## src/pesc_params.svh

```systemverilog
`ifndef PESC_PARAMS_SVH
`define PESC_PARAMS_SVH
// Clock and acknowledge window
`define PESC_CLK_HZ 50000000
`define PESC_ACK_WINDOW_S 5
`define PESC_ACK_CYCLES (`PESC_ACK_WINDOW_S * `PESC_CLK_HZ)
// Voltage code layout in run/standby registers
`define PESC_VSEL_BIT 5
`define PESC_DAC_W 5
// Power-on values of the serial-port registers
`define PESC_RUN_RST 8'h39
`define PESC_STB_RST 8'h19
`endif

```

## src/pesc_pkg.sv

```systemverilog
package pesc_pkg;
  typedef struct packed {
    logic ldo_four;
    logic ldo_three;
    logic buck_four;
    logic buck_three;
  } pesc_en_t;
  typedef enum logic [1:0] {
    PESC_OFF,
    PESC_WAIT_ACK,
    PESC_ON
  } pesc_wake_st_t;
endpackage

```

## src/pesc_ctrl.sv

```systemverilog
`timescale 1ns/1ps
`include "pesc_params.svh"
module pesc_ctrl #(
  parameter int NUM_BUCK = 4,
  parameter bit HAS_LDO_FOUR_PIN = 1'b1,
  parameter int unsigned ACK_CYCLES = `PESC_ACK_CYCLES
) (
  // Clock and reset
  input wire logic clk,
  input wire logic reset_n,
  // Enable pins
  input wire pesc_pkg::pesc_en_t enable_in,
  // Host handshake and pushbutton
  input wire logic voltage_standby_in,
  input wire logic host_power_ack_in,
  input wire logic button_pressed_in,
  // Serial-port supply monitor, high while above 1 V
  input wire logic serial_port_supply_ok_in,
  // Register file write port from the serial-port logic
  input wire logic reg_we,
  input wire logic reg_sel_standby,
  input wire logic [1:0] reg_idx,
  input wire logic [7:0] reg_wdata,
  // Outputs
  output pesc_pkg::pesc_en_t regulator_on,
  output logic [NUM_BUCK*`PESC_DAC_W-1:0] buck_dac_code,
  output logic wake_out,
  output logic wake_oe
);
  import pesc_pkg::*;

  // Every pin input crosses two flip-flops before logic reads it
  // Reset clears them, so the first edges after reset see all pins low
  localparam int NSYNC = $bits(pesc_en_t) + 4;
  logic [NSYNC-1:0] pins;
  logic [NSYNC-1:0] sync1_r;
  logic [NSYNC-1:0] sync2_r;
  logic [NSYNC-1:0] sync1_nxt;
  logic [NSYNC-1:0] sync2_nxt;
  // Order must match the unpacking below
  assign pins = {
    enable_in,
    voltage_standby_in,
    host_power_ack_in,
    button_pressed_in,
    serial_port_supply_ok_in
  };
  always_comb begin
    sync1_nxt = pins;
    sync2_nxt = sync1_r;
  end

  always_ff @(posedge clk) begin
    if (!reset_n) begin
      sync1_r <= '0;
      sync2_r <= '0;
    end else begin
      sync1_r <= sync1_nxt;
      sync2_r <= sync2_nxt;
    end
  end

  // Synchronised pin levels
  pesc_en_t en_s;
  logic stb_s;
  logic ack_s;
  logic btn_s;
  logic supply_ok_s;
  assign {en_s, stb_s, ack_s, btn_s, supply_ok_s} = sync2_r;

  // Run and standby voltage registers
  logic [7:0] run_r [NUM_BUCK];
  logic [7:0] stb_r [NUM_BUCK];
  logic [7:0] run_nxt [NUM_BUCK];
  logic [7:0] stb_nxt [NUM_BUCK];

  function automatic logic [`PESC_DAC_W-1:0] pick_code(
    input logic standby,
    input logic [7:0] run_v,
    input logic [7:0] stb_v
  );
    logic use_stb;
    // Standby pin overrides the per-regulator selection bit
    use_stb = standby | run_v[`PESC_VSEL_BIT];
    if (use_stb) begin
      pick_code = stb_v[`PESC_DAC_W-1:0];
    end else begin
      pick_code = run_v[`PESC_DAC_W-1:0];
    end
  endfunction

  // Writes are ignored while the port supply is low
  // A supply dip wins over a write in the same cycle
  always_comb begin
    for (int i = 0; i < NUM_BUCK; i++) begin
      run_nxt[i] = run_r[i];
      stb_nxt[i] = stb_r[i];
      if (!supply_ok_s) begin
        run_nxt[i] = `PESC_RUN_RST;
        stb_nxt[i] = `PESC_STB_RST;
      end else if (reg_we && reg_idx == i[1:0]) begin
        if (reg_sel_standby) stb_nxt[i] = reg_wdata;
        else run_nxt[i] = reg_wdata;
      end
    end
  end

  logic [NUM_BUCK*`PESC_DAC_W-1:0] dac_nxt;
  // Codes come from the next register values, so the write edge
  // updates the regulator with no extra cycle of lag
  genvar g;
  generate
    for (g = 0; g < NUM_BUCK; g++) begin : g_buck
      assign dac_nxt[g*`PESC_DAC_W +: `PESC_DAC_W] =
        pick_code(stb_s, run_nxt[g], stb_nxt[g]);
    end
  endgenerate

  // One process owns the whole code bus and all register words
  always_ff @(posedge clk) begin
    if (!reset_n) begin
      for (int i = 0; i < NUM_BUCK; i++) begin
        run_r[i] <= `PESC_RUN_RST;
        stb_r[i] <= `PESC_STB_RST;
      end
      buck_dac_code <= '0;
    end else begin
      for (int i = 0; i < NUM_BUCK; i++) begin
        run_r[i] <= run_nxt[i];
        stb_r[i] <= stb_nxt[i];
      end
      buck_dac_code <= dac_nxt;
    end
  end

  // Regulator enables follow their pins, ldo_four only while HAS_LDO_FOUR_PIN is set
  // Three edges of lag: two synchroniser stages and the output flop
  pesc_en_t on_nxt;
  always_comb begin
    on_nxt.ldo_four = HAS_LDO_FOUR_PIN & en_s.ldo_four;
    on_nxt.ldo_three = en_s.ldo_three;
    on_nxt.buck_four = en_s.buck_four;
    on_nxt.buck_three = en_s.buck_three;
  end
  always_ff @(posedge clk) begin
    if (!reset_n) regulator_on <= '0;
    else regulator_on <= on_nxt;
  end

  // Wake handshake
  pesc_wake_st_t st_r;
  pesc_wake_st_t st_nxt;
  // Wide enough for the full window at the system clock
  logic [31:0] cnt_r;
  logic [31:0] cnt_nxt;
  logic btn_prev_r;
  logic btn_prev_nxt;
  logic btn_rise;
  logic wake_nxt;

  always_comb begin
    st_nxt = st_r;
    cnt_nxt = cnt_r;
    btn_prev_nxt = btn_s;
    // Only a new press counts, so a held button cannot re-wake
    btn_rise = btn_s & ~btn_prev_r;
    unique case (st_r)
      PESC_OFF: begin
        // A retry always restarts the window from zero
        cnt_nxt = '0;
        if (ack_s) st_nxt = PESC_ON;
        else if (btn_rise) st_nxt = PESC_WAIT_ACK;
      end
      PESC_WAIT_ACK: begin
        // Host gets the full window before power is pulled
        cnt_nxt = cnt_r + 32'h1;
        if (ack_s) st_nxt = PESC_ON;
        else if (cnt_r >= ACK_CYCLES - 1) st_nxt = PESC_OFF;
      end
      PESC_ON: begin
        // Losing the acknowledge drops wake at once
        if (!ack_s) st_nxt = PESC_OFF;
      end
      default: begin
        // Unused state code falls back to off
        st_nxt = PESC_OFF;
      end
    endcase
    wake_nxt = (st_nxt != PESC_OFF);
  end

  always_ff @(posedge clk) begin
    if (!reset_n) begin
      st_r <= PESC_OFF;
      cnt_r <= '0;
      btn_prev_r <= 1'b0;
      wake_oe <= 1'b1;
      wake_out <= 1'b0;
    end else begin
      st_r <= st_nxt;
      cnt_r <= cnt_nxt;
      btn_prev_r <= btn_prev_nxt;
      // Open drain: pull low while off, release while awake
      wake_oe <= !wake_nxt;
      wake_out <= 1'b0;
    end
  end
endmodule

```

## config.mk

```make
export PLATFORM = sky130hd
export DESIGN_NAME = pesc_ctrl
export DESIGN_NICKNAME = d
export VERILOG_FILES = /design/src/pesc_pkg.sv /design/src/pesc_ctrl.sv
export VERILOG_INCLUDE_DIRS = /design/src /design/src/src
export SDC_FILE = /design/constraint.sdc
export NUM_CORES = 1
export LEC_CHECK = 0
export ABC_AREA = 0
export ABC_CLOCK_PERIOD_IN_PS = 2800
export BUFFER_PORTS_ARGS = -buffer_cell sky130_fd_sc_hd__buf_2
export CAP_MARGIN = 5
export CORE_ASPECT_RATIO = 0.7
export CORE_MARGIN = 8
export CORE_UTILIZATION = 61
export CTS_BUF_LIST = sky130_fd_sc_hd__clkbuf_2 sky130_fd_sc_hd__clkbuf_4 sky130_fd_sc_hd__clkbuf_8
export DETAILED_ROUTE_END_ITERATION = 8
export GPL_TIMING_DRIVEN = 1
export PLACE_DENSITY = 0.82
export SYNTH_ARGS = -nofsm -noshare
export SYNTH_HDL_FRONTEND = slang
export SYNTH_SLANG_ARGS = --single-unit
```

## constraint.sdc

```tcl
create_clock -name clk -period 2.8 [get_ports clk]
set_input_delay 0.28 -clock clk [delete_from_list [all_inputs] [get_ports clk]]
set_output_delay 0.28 -clock clk [all_outputs]
set_load 0.005 [all_outputs]
```

* Yosys cells after proc, flatten, opt, wreduce, memory -nomap -nowiden
Memory sizes are Yosys's and may differ from the RTL's. Index checks and enable logic that the tools add are counted.
Storage, ports and cells: bits in registers 76, latch bits 0, RAM bits 64, ROM bits 0, input bits 22, output and inout bits 26, logic and storage cells 88, memories 2
Cells by class: $add $sub $neg 1, $mul 0, divide/modulo/power cells 0, order comparisons 1, eq/ne operators 5, shift operators 0, multiplexer cells 45, bitwise logic cells 14, reductions and logical operators 9
Memories:
- run_r | words 4, width 8, read ports 4, clocked after memory_dff 0, wr ports 4, line pesc_ctrl.sv:72 | logic [7:0] run_r [NUM_BUCK];
- stb_r | words 4, width 8, read ports 4, clocked after memory_dff 0, wr ports 4, line pesc_ctrl.sv:73 | logic [7:0] stb_r [NUM_BUCK];
Operator list (number):
- $mux 8 | 32
- $pmux 32 s2 | 1
- $add 32x1->32 const B | 1
- $ge 32x28->1 const B | 1
- $mux 5 | 4
- $or 1x1->1 | 12
- $mux 2 | 5
- $eq 2x2->1 const B | 3
- $pmux 2 s3 | 1
- $eq 2x1->1 const B | 2
- $logic_and 1x1->1 | 4
- $logic_not 2->1 | 2
- $reduce_bool 2->1 | 2
- $mux 1 | 2
- $and 1x1->1 | 1
- $logic_not 1->1 | 1
- $not 1->1 | 1

* Longest topological paths before layout
Gate-level depths: netlist of run 1.
word-level depth 7, gate-level depth with buffers 7, depth with buffers taken out 5

* Worst setup path before layout of run 1
No wires, ideal clock.
kind reg2reg, from register cnt_r[0], to register cnt_r[20], library setup time 0.070 ns, data arrival time 1.951 ns, data required time 2.730 ns, slack 0.779 ns, stages on the path, launching flop included 7, buffers on the path 1, period minus slack after synthesis 2.021 ns, path through dfxtp_1 > ha_1 > nand4b_2 > or4_1 > buf_2 > or4_1 > a21oi_1
Between the ends: longest elaborated chain between the ends 2
Ends and longest elaborated chain:
- start: declaration | line pesc_ctrl.sv:154 | logic [31:0] cnt_r;
- start signal: assignment | line pesc_ctrl.sv:201 | cnt_r <= cnt_nxt;
- $add 32x1->32 | line pesc_ctrl.sv:176 | cnt_nxt = cnt_r + 32'h1;
- $pmux 32 s2 | line pesc_ctrl.sv:167 | unique case (st_r)
Every way passes these cells. A chain may end at the register's enable or synchronous reset.

* Final worst setup path of run 1
from register st_r[1], to register cnt_r[20]
Between the ends: longest elaborated chain between the ends 2, elaborated cells between the ends (all ways) 4, those cells by class eq/ne (1); mux (1); reduce/logical (2)
Ends and longest elaborated chain:
- start: declaration | line pesc_ctrl.sv:151 | pesc_wake_st_t st_r;
- start signal: assignment | line pesc_ctrl.sv:200 | st_r <= st_nxt;
- $eq 2x1->1 / $logic_not 2->1 (equally long branches) | line pesc_ctrl.sv:167
- $pmux 32 s2 / $reduce_bool 2->1 (equally long branches)
Parallel ways exist; a longest one is shown, timed or not.

==> impl_metrics.ini, run 1 <==
[clocking]
path_clk_slew_ns = 0.07
holdBufCountCts = 0
post_cts_buffers = 0
root_buffer = clkbuf_8
tritoncts = yes
cts_made_buffers = 17
clock_latency_ns = 0.43
cts_resized = 0
htree_levels = 4
clock_sinks = 120
clockBufferDepth = 2

[setup_path]
startpoint_type = register
r2r_start = st_r[1]
path_max_fanout = 13
worst_setup_path_end_kind = register
required_ns = 3.16
critical_path_class = reg -> reg
r2r_cells = 4
arrival_ns = 2.62
startpoint = st_r[1]

[placed_design]
portBuffers = 44
dp_hpwl_um = 7280
gp_congestion = 0.868

[route]
highest_layer = met4
drt-pass1-iter-count = 5
wl_met1_um = 4990
wl_met3_um = 906
wirelength_um = 10800
first_iter_violations = 279
drc_errors = 0
vias = 3851
routed_via_density = 5.93
routedWlPerCell_um = 16.6
postRouteAntennaNets = 0
wl_met2_um = 4770

[yosys]
synth_nets = 527
ys_seq_area_frac = 0.492
ys_types = 56
synth_edf_count = 0
syn_area_per_cell_um2 = 9.69
synth_seq_cells = 120
synth-main-ff-cell = dfxtp_1
yosysWarnings = 0
async_flop_share = 0
netlist_instances = 504
netlist_area_um2 = 4890

[grt]
grt_pass1_wl_um = 18100
antenna_found_initial = 0
gr-total-overflow = 0
grt_use_total = 0.202
grt_pass1_vias = 3714
grt_max_degree = 33

[floorplan]
core_um2 = 7800
floorplan.initialDensity = 0.626
ios = 48
design.die.area_um2 = 11200
rows = 27
die_h_um = 90.9
chipWidth_um = 123

[sta]
setup_tns_ns = 0
setup_viol_count_final = 0
fin_crit_sh = 0.806
maxSlewViolCount = 0
hold_viol_final = 0
clock.fmax_ghz = 0.443
skew_ns = 0.00914
grt_setup_unrepaired = no
fin_crit_ns = 2.26
maxSlewHeadroom = 0.598
worstMarginPinSlew_ns = 0.603

[finish]
fin_nets = 559
nFillCells = 579
drive_gt1_frac = 0.186
fin_util = 0.710
n_antenna_cell = 0
multi_input_area_um2 = 2290
ff_latch_area_um2 = 2400
areaGrowthSynthToFinish_pct = 13.5

[pwr]
p_leak_nw = 2.18
ir_worst_vdd_mv = 0.540
power.total_mw = 3.53
p_per_area_nw_per_um2 = 637

[min_path]
hold_start = enable_in[1]
hold_class = in -> reg
min_path_cells = 2

[flow_run]
maxCapViolCount = 0

[run_status]
outcome = finished, final reports clean
flip-flops by register name, summed over array words and instances (netlist names):
signal         cells
sync2_r            8
buck_dac_code     20
regulator_on       4
st_r               2
run_r             24
stb_r             20
sync1_r            8
wake_oe            1
btn_prev_r         1
cnt_r             32
metrics by stage:
| stage | worst slack [ns] | hold WS (ns) | cell area [um^2] | instances |
|---|---|---|---|---|
| after global routing | 0.430 | 0.0343 | 5540 | 649 |
| after detailed placement | 0.612 | 0.420 | 5130 | 618 |
| after floorplan | 0.779 | 0.400 | 4890 | 504 |
| after global placement | 0.650 | 0.411 | 5130 | 618 |
| final | 0.544 | 0.0572 | 5540 | 649 |
| after CTS | 0.557 | 0.0370 | 5540 | 649 |
worst max-delay path: stages, from the launching register on:
cell and delay, ns:
dfxtp_1 0.45, nand4b_2 0.35, or4_1 0.69, or4_1 0.56, a21oi_1 0.14
cells by family (layout without fill, tap and decap cells):
family / after synthesis / in the layout / synth area share
and+or+nand+nor: 200 / 200 / 0.232
AOI/OAI and AO/OA: 78 / 78 / 0.116
xor gates and xnor gates: 12 / 12 / 0.0215
other: 1 / 1 / 0.000768
buffers and inverters: 46 / 90 / 0.0389
DFF: 120 / 120 / 0.492
adders and majority gates: 1 / 1 / 0.00256
muxes: 46 / 46 / 0.0968
layer usage:
metal | vias to the layer above | track usage
li1 | 1878 | -
met1 | 1836 | 0.266
met2 | 125 | 0.292
met3 | 12 | 0.0824
met4 | 0 | 0.0699
met5 | - | 0
cell usage after synthesis, types with 5 or more instances:
cell,instances,share of area
a211oi_1,8,0.012
a21oi_1,20,0.020
a22oi_1,5,0.0077
and2_1,27,0.035
and3_1,11,0.014
buf_2,5,0.0051
clkbuf_1,30,0.023
dfxtp_1,120,0.49
inv_1,5,0.0038
mux2_2,10,0.023
mux2i_1,36,0.074
nand2_1,45,0.035
nand3_1,35,0.036
nand3b_1,5,0.0077
nand4_1,5,0.0064
nor2_1,24,0.018
nor3_1,5,0.0051
o211a_1,12,0.025
o31ai_1,12,0.018
or4_1,14,0.022
xnor2_1,9,0.016
final cells by class:
cell class,instances,area share
clock buffers,20,0.0463
well taps,101,0.0228
inverters,6,0.00406
flip-flops and latches,120,0.433
clock inverters,11,0.0280
repair buffers,53,0.0519
multi-input cells,338,0.414
layout by cell type (no fill, tap or decap), types with 5 or more instances in the layout:
master,n
mux2i_1,36
mux2_2,10
xnor2_1,9
nand4_1,5
and2_1,27
a21oi_1,20
a211oi_1,8
nand3_1,35
or4_1,14
o31ai_1,12
nand3b_1,5
nor3_1,5
o211a_1,12
buf_2,44
nor2_1,24
and3_1,11
clkbuf_8,17
a22oi_1,5
dfxtp_1,120
nand2_1,45
clkinv_2,7
inv_1,5
buf_4,9
worst paths after layout:
path                 to  slack, ns
max           cnt_r[20]       0.54
min          sync1_r[5]       0.06
max reg2reg   cnt_r[20]       0.54
min reg2reg     st_r[0]       0.43
report_power, final:
group | total [mW] | switching (mW) | leakage (nW) | internal [mW]
clock network | 1.63 | 0.644 | 0.220 | 0.982
registers | 1.75 | 0.0148 | 0.977 | 1.74
logic | 0.157 | 0.0929 | 0.982 | 0.0641
Note: power is estimated with default switching activity, not from simulation.
==> inputs of run 2 (changes only) <==
Settings changed: ABC_CLOCK_PERIOD_IN_PS 2800 to 1900, CORE_UTILIZATION 61 to 55, PLACE_DENSITY 0.82 to 0.78.
Clock period 2.8 ns to 1.9 ns, I/O delays scaled along.
==> run 2 against run 1 <==
  * Maximum frequency rose by 21%
  * Non-clock buffer count is 50 higher
  * First-iteration DRC count is 48% higher
  * Sequential share of layout area fell by 4.1 points
  * Largest cell class unchanged
  * Clock skew hardly changed
==> impl_metrics.ini, run 2 (same netlist as run 1, synthesis figures left out) <==
[finish]
fin_util = 0.720
drive_gt1_frac = 0.275
largest_reg_flops = 32
final_area_um2 = 6150
n_antenna_cell = 0
nFillCells = 635
reg.largest.list = cnt_r (32), run_r (24)
areaGrowthSynthToFinish_pct = 26.0
regMostFlops = cnt_r
fin_nets = 610
final_cell_mix = dfxtp_1, buf_4, nand2_1, buf_2, mux2i_1
final_common_cell = dfxtp_1
ff_latch_area_um2 = 2420
multi_input_area_um2 = 2390

[grt]
antenna_found_initial = 0
grt_use_total = 0.192
gr-total-overflow = 0
grt_max_degree = 43
grt_pass1_vias = 3843
grt_pass1_wl_um = 18500

[setup_path]
required_ns = 2.28
r2r_start = cnt_r[1]
reg2reg_to = cnt_r[18]
worst_setup_path_end_kind = register
crit_path_max_incr_delay_ns = 0.60
path_max_fanout = 8
crit_chain = ha_4 > nand4b_4 > or4_4 > or4_1 > nand2_1
r2r_slack_ns = 0.04
arrival_ns = 2.24
startpoint_type = register
critical_path_class = reg -> reg
path_delay_family = simple AND/OR/NAND/NOR gates
critPathBufInv = 0
crit_slowest_cell = or4_4
r2r_cells = 5

[sta]
skew_ns = 0.00962
maxSlewViolCount = 0
setup_tns_ns = 0
worst_slack_ns = 0.0407
grt_setup_unrepaired = yes
fin_crit_ns = 1.86
hold_viol_final = 0
clock.fmax_ghz = 0.538
setup_viol_count_final = 0
fin_crit_sh = 0.979

[min_path]
hold_start = reset_n
min_path_cells = 2
worstHoldEndpoint = stb_r[1][4]
hold_class = in -> reg

[route]
drt-pass1-iter-count = 5
routed_via_density = 5.67
wirelength_um = 11500
first_iter_violations = 412
postRouteAntennaNets = 0
routedWlPerCell_um = 16.0
drc_errors = 0
vias = 4079

[placed_design]
dpl_cell_area_um2 = 5510
dp_hpwl_um = 7670
gp_congestion = 0.810
portBuffers = 44
post-place-ws_ns = -0.0127

[floorplan]
die_h_um = 94.9
chipWidth_um = 129
core_um2 = 8550
design.die.area_um2 = 12200
floorplan.initialDensity = 0.572
ios = 48
rows = 28

[clocking]
cts_made_buffers = 17
clock_sinks = 120
htree_levels = 4
tritoncts = yes
clock_latency_ns = 0.44
clockBufferDepth = 2
root_buffer = clkbuf_8
path_clk_slew_ns = 0.07

[flow_run]
maxCapViolCount = 0

[pwr]
p_leak_nw = 2.49
ir_worst_vdd_mv = 1.14
p_per_area_nw_per_um2 = 913

[run_status]
outcome = finished, final reports clean
-- run 2: worst max path at each step --
stage                   start         to  slack [ns]  depth (start not counted)
floorplan           cnt_r[10]  cnt_r[28]       0.006                          5
global route        cnt_r[10]  cnt_r[24]       -0.01                          5
global placement    cnt_r[30]    wake_oe       -0.02                          5
CTS                 cnt_r[30]    st_r[0]      0.0001                          5
detailed placement  cnt_r[30]    wake_oe       -0.01                          5
finish               cnt_r[1]  cnt_r[18]        0.04                          5
-- run 2: metrics by stage --
stage | hold slack (ns) | cells | power, mW
after detailed placement | 0.400 | 677 | 2.88
after global routing | 0.0898 | 720 | 5.78
after CTS | 0.00328 | 716 | 5.63
final | 0.0877 | 720 | 5.62
after global placement | 0.398 | 677 | 2.88
after floorplan | 0.317 | 504 | 2.78
-- run 2: cell type report --
cell class,instances,share of cell area
repair buffers,103,0.113
flip-flops and latches,120,0.393
clock buffers,20,0.0417
clock inverters,12,0.0364
well taps,120,0.0244
inverters,6,0.00366
multi-input cells,339,0.388
-- run 2: timing repair --
item,CTS,global route
pin swaps,2,3
endpoints found under the hold margin,7,1
resized for setup,2,18
hold buffers,7,1
setup endpoints to repair,9,15
buffers inserted,0,2
gates cloned,0,1
-- run 2: routing by layer --
metal / global-route usage / part of all wire
met3: 0.0540 / 0.066
met2: 0.285 / 0.44
met5: 0 / 0
met1: 0.257 / 0.49
met4: 0.0798 / 0.013
-- run 2: power breakdown --
part	internal [mW]	leakage [nW]	switching, mW
Combinational	0.126	1.27	0.157
Clock	1.74	0.241	1.03
Sequential	2.56	0.983	0.0145
Total	4.42	2.49	1.20
==> inputs of run 3 (changes only) <==
Settings changed: CORE_MARGIN 8 to default.
==> run 3 against run 2 <==
  * The run now ends with setup timing left
  * Setup slack got worse by 0.057 ns
  * Total power decreased by 5.8%
  * Sequential power about the same
  * Cell count increased by 0.14%
  * Design area decreased by 1.1%
  * Clock skew increased by 0.0019 ns
  * Critical path depth unchanged
  * Non-clock buffer count increased by 1
  * Clock-buffer cell count increased by 5
  * Worst hold slack improved by 0.018 ns
  * Via count increased by 0.66%
  * Wire length decreased by 1.5%
==> impl_metrics.ini, run 3 (same netlist as run 1, synthesis figures left out) <==
[pwr]
ir_worst_vdd_mv = 0.635
p_per_area_nw_per_um2 = 870
p_leak_nw = 2.46

[finish]
areaGrowthSynthToFinish_pct = 24.6
largest_reg_flops = 32
ff_latch_area_um2 = 2420
drive_gt1_frac = 0.280
reg.largest.list = cnt_r (32), run_r (24)
n_antenna_cell = 0
regMostFlops = cnt_r
final_area_um2 = 6090
multi_input_area_um2 = 2370
fin_nets = 611
fin_util = 0.712
final_common_cell = dfxtp_1
final_cell_mix = dfxtp_1, buf_4, nand2_1, buf_2, mux2i_1
nFillCells = 661

[sta]
maxSlewViolCount = 0
setup_viol_count_final = 3
worst_slack_ns = -0.0163
hold_viol_final = 0
timing.hold.ws_ns = 0.105
fin_crit_ns = 1.92
skew_ns = 0.0115
grt_setup_unrepaired = yes
fin_crit_sh = 1.01
clock.fmax_ghz = 0.522

[flow_run]
maxCapViolCount = 0

[route]
drc_errors = 0
routedWlPerCell_um = 15.7
vias = 4106
wirelength_um = 11400
drt-pass1-iter-count = 5
first_iter_violations = 242
routed_via_density = 5.69
postRouteAntennaNets = 0

[floorplan]
ios = 48
design.die.area_um2 = 9270
chipWidth_um = 115
rows = 28
die_h_um = 80.9
core_um2 = 8550
floorplan.initialDensity = 0.572

[clocking]
clock_sinks = 120
path_clk_slew_ns = 0.06
clockBufferDepth = 2
clock_latency_ns = 0.44
tritoncts = yes
root_buffer = clkbuf_8
cts_made_buffers = 17
htree_levels = 4

[setup_path]
path_max_fanout = 8
critical_path_class = reg -> reg
arrival_ns = 2.28
required_ns = 2.26
worst_setup_path_end_kind = register
startpoint_type = register

[grt]
gr-total-overflow = 0
grt_use_met3 = 0.0791
grt_use_total = 0.260
busiest_layer = met2
use_met1 = 0.339
grt_pass1_vias = 3901
use_met2 = 0.405
antenna_found_initial = 0
grt_pass1_wl_um = 18200
grt_max_degree = 43

[run_status]
outcome = finished, violations left
violations = setup timing

[placed_design]
gp_congestion = 0.811
dpl_cell_area_um2 = 5490
dp_hpwl_um = 7440
portBuffers = 44

[min_path]
hold_class = in -> reg
==> run 3: timing repair <==
item	4_1_cts	5_1_grt
hold endpoints to repair	8	0
hold buffers	8	0
cloned	0	1
setup buffers	2	2
gates resized for setup	1	20
pin swaps	1	4
endpoints found under the setup margin	2	14
==> run 3: area by class of cell <==
class,count,share of cell area
flip-flops and latches,120,0.397
multi-input cells,339,0.389
repair buffers,104,0.114
clock buffers,25,0.0524
well taps,120,0.0247
clock inverters,7,0.0189
inverters,6,0.00370
==> run 3: stage by stage <==
| step | setup TNS (ns) | power (mW) | worst slack, ns | std cells |
|---|---|---|---|---|
| finish | -0.0394 | 5.29 | -0.0163 | 721 |
| floorplan | 0 | 2.78 | 0.00589 | 504 |
| CTS | 0 | 5.33 | 0.000261 | 718 |
| detailed placement | -0.0164 | 2.88 | -0.00943 | 676 |
| global placement | 0 | 2.87 | 0.0464 | 676 |
| global route | -0.174 | 5.49 | -0.0762 | 721 |
==> run 3: power breakdown <==
group          internal, mW  switching [mW]  total, mW
registers              2.56          0.0153       2.57
clock network          1.49           0.959       2.45
logic                 0.120           0.150      0.270
==> run 3: final timing paths <==
| kind | from | endpoint | slack, ns | cells past startpoint |
|---|---|---|---|---|
| worst max-delay path | cnt_r[8] | cnt_r[20] | -0.02 | 5 |
| worst min-delay path | reset_n | stb_r[0][4] | 0.11 | 2 |
| worst max register to register | cnt_r[8] | cnt_r[20] | -0.02 | 5 |
| worst min register to register | sync1_r[2] | sync2_r[2] | 0.43 | 1 |
==> run 3: worst max-delay path, stage by stage (launching register included) <==
cell and delay, ns:
dfxtp_1 0.33, nand4_1 0.18, buf_4 0.20, or4_4 0.58, or4_4 0.44, a21oi_2 0.12
==> run 3: metal layers <==
| layer | vias up | share of wire | routed length (um) |
|---|---|---|---|
| li1 | 1991 | - | - |
| met1 | 1925 | 0.48 | 5450 |
| met2 | 153 | 0.43 | 4870 |
| met3 | 37 | 0.069 | 787 |
| met4 | 0 | 0.021 | 241 |
| met5 | - | 0 | 0 |
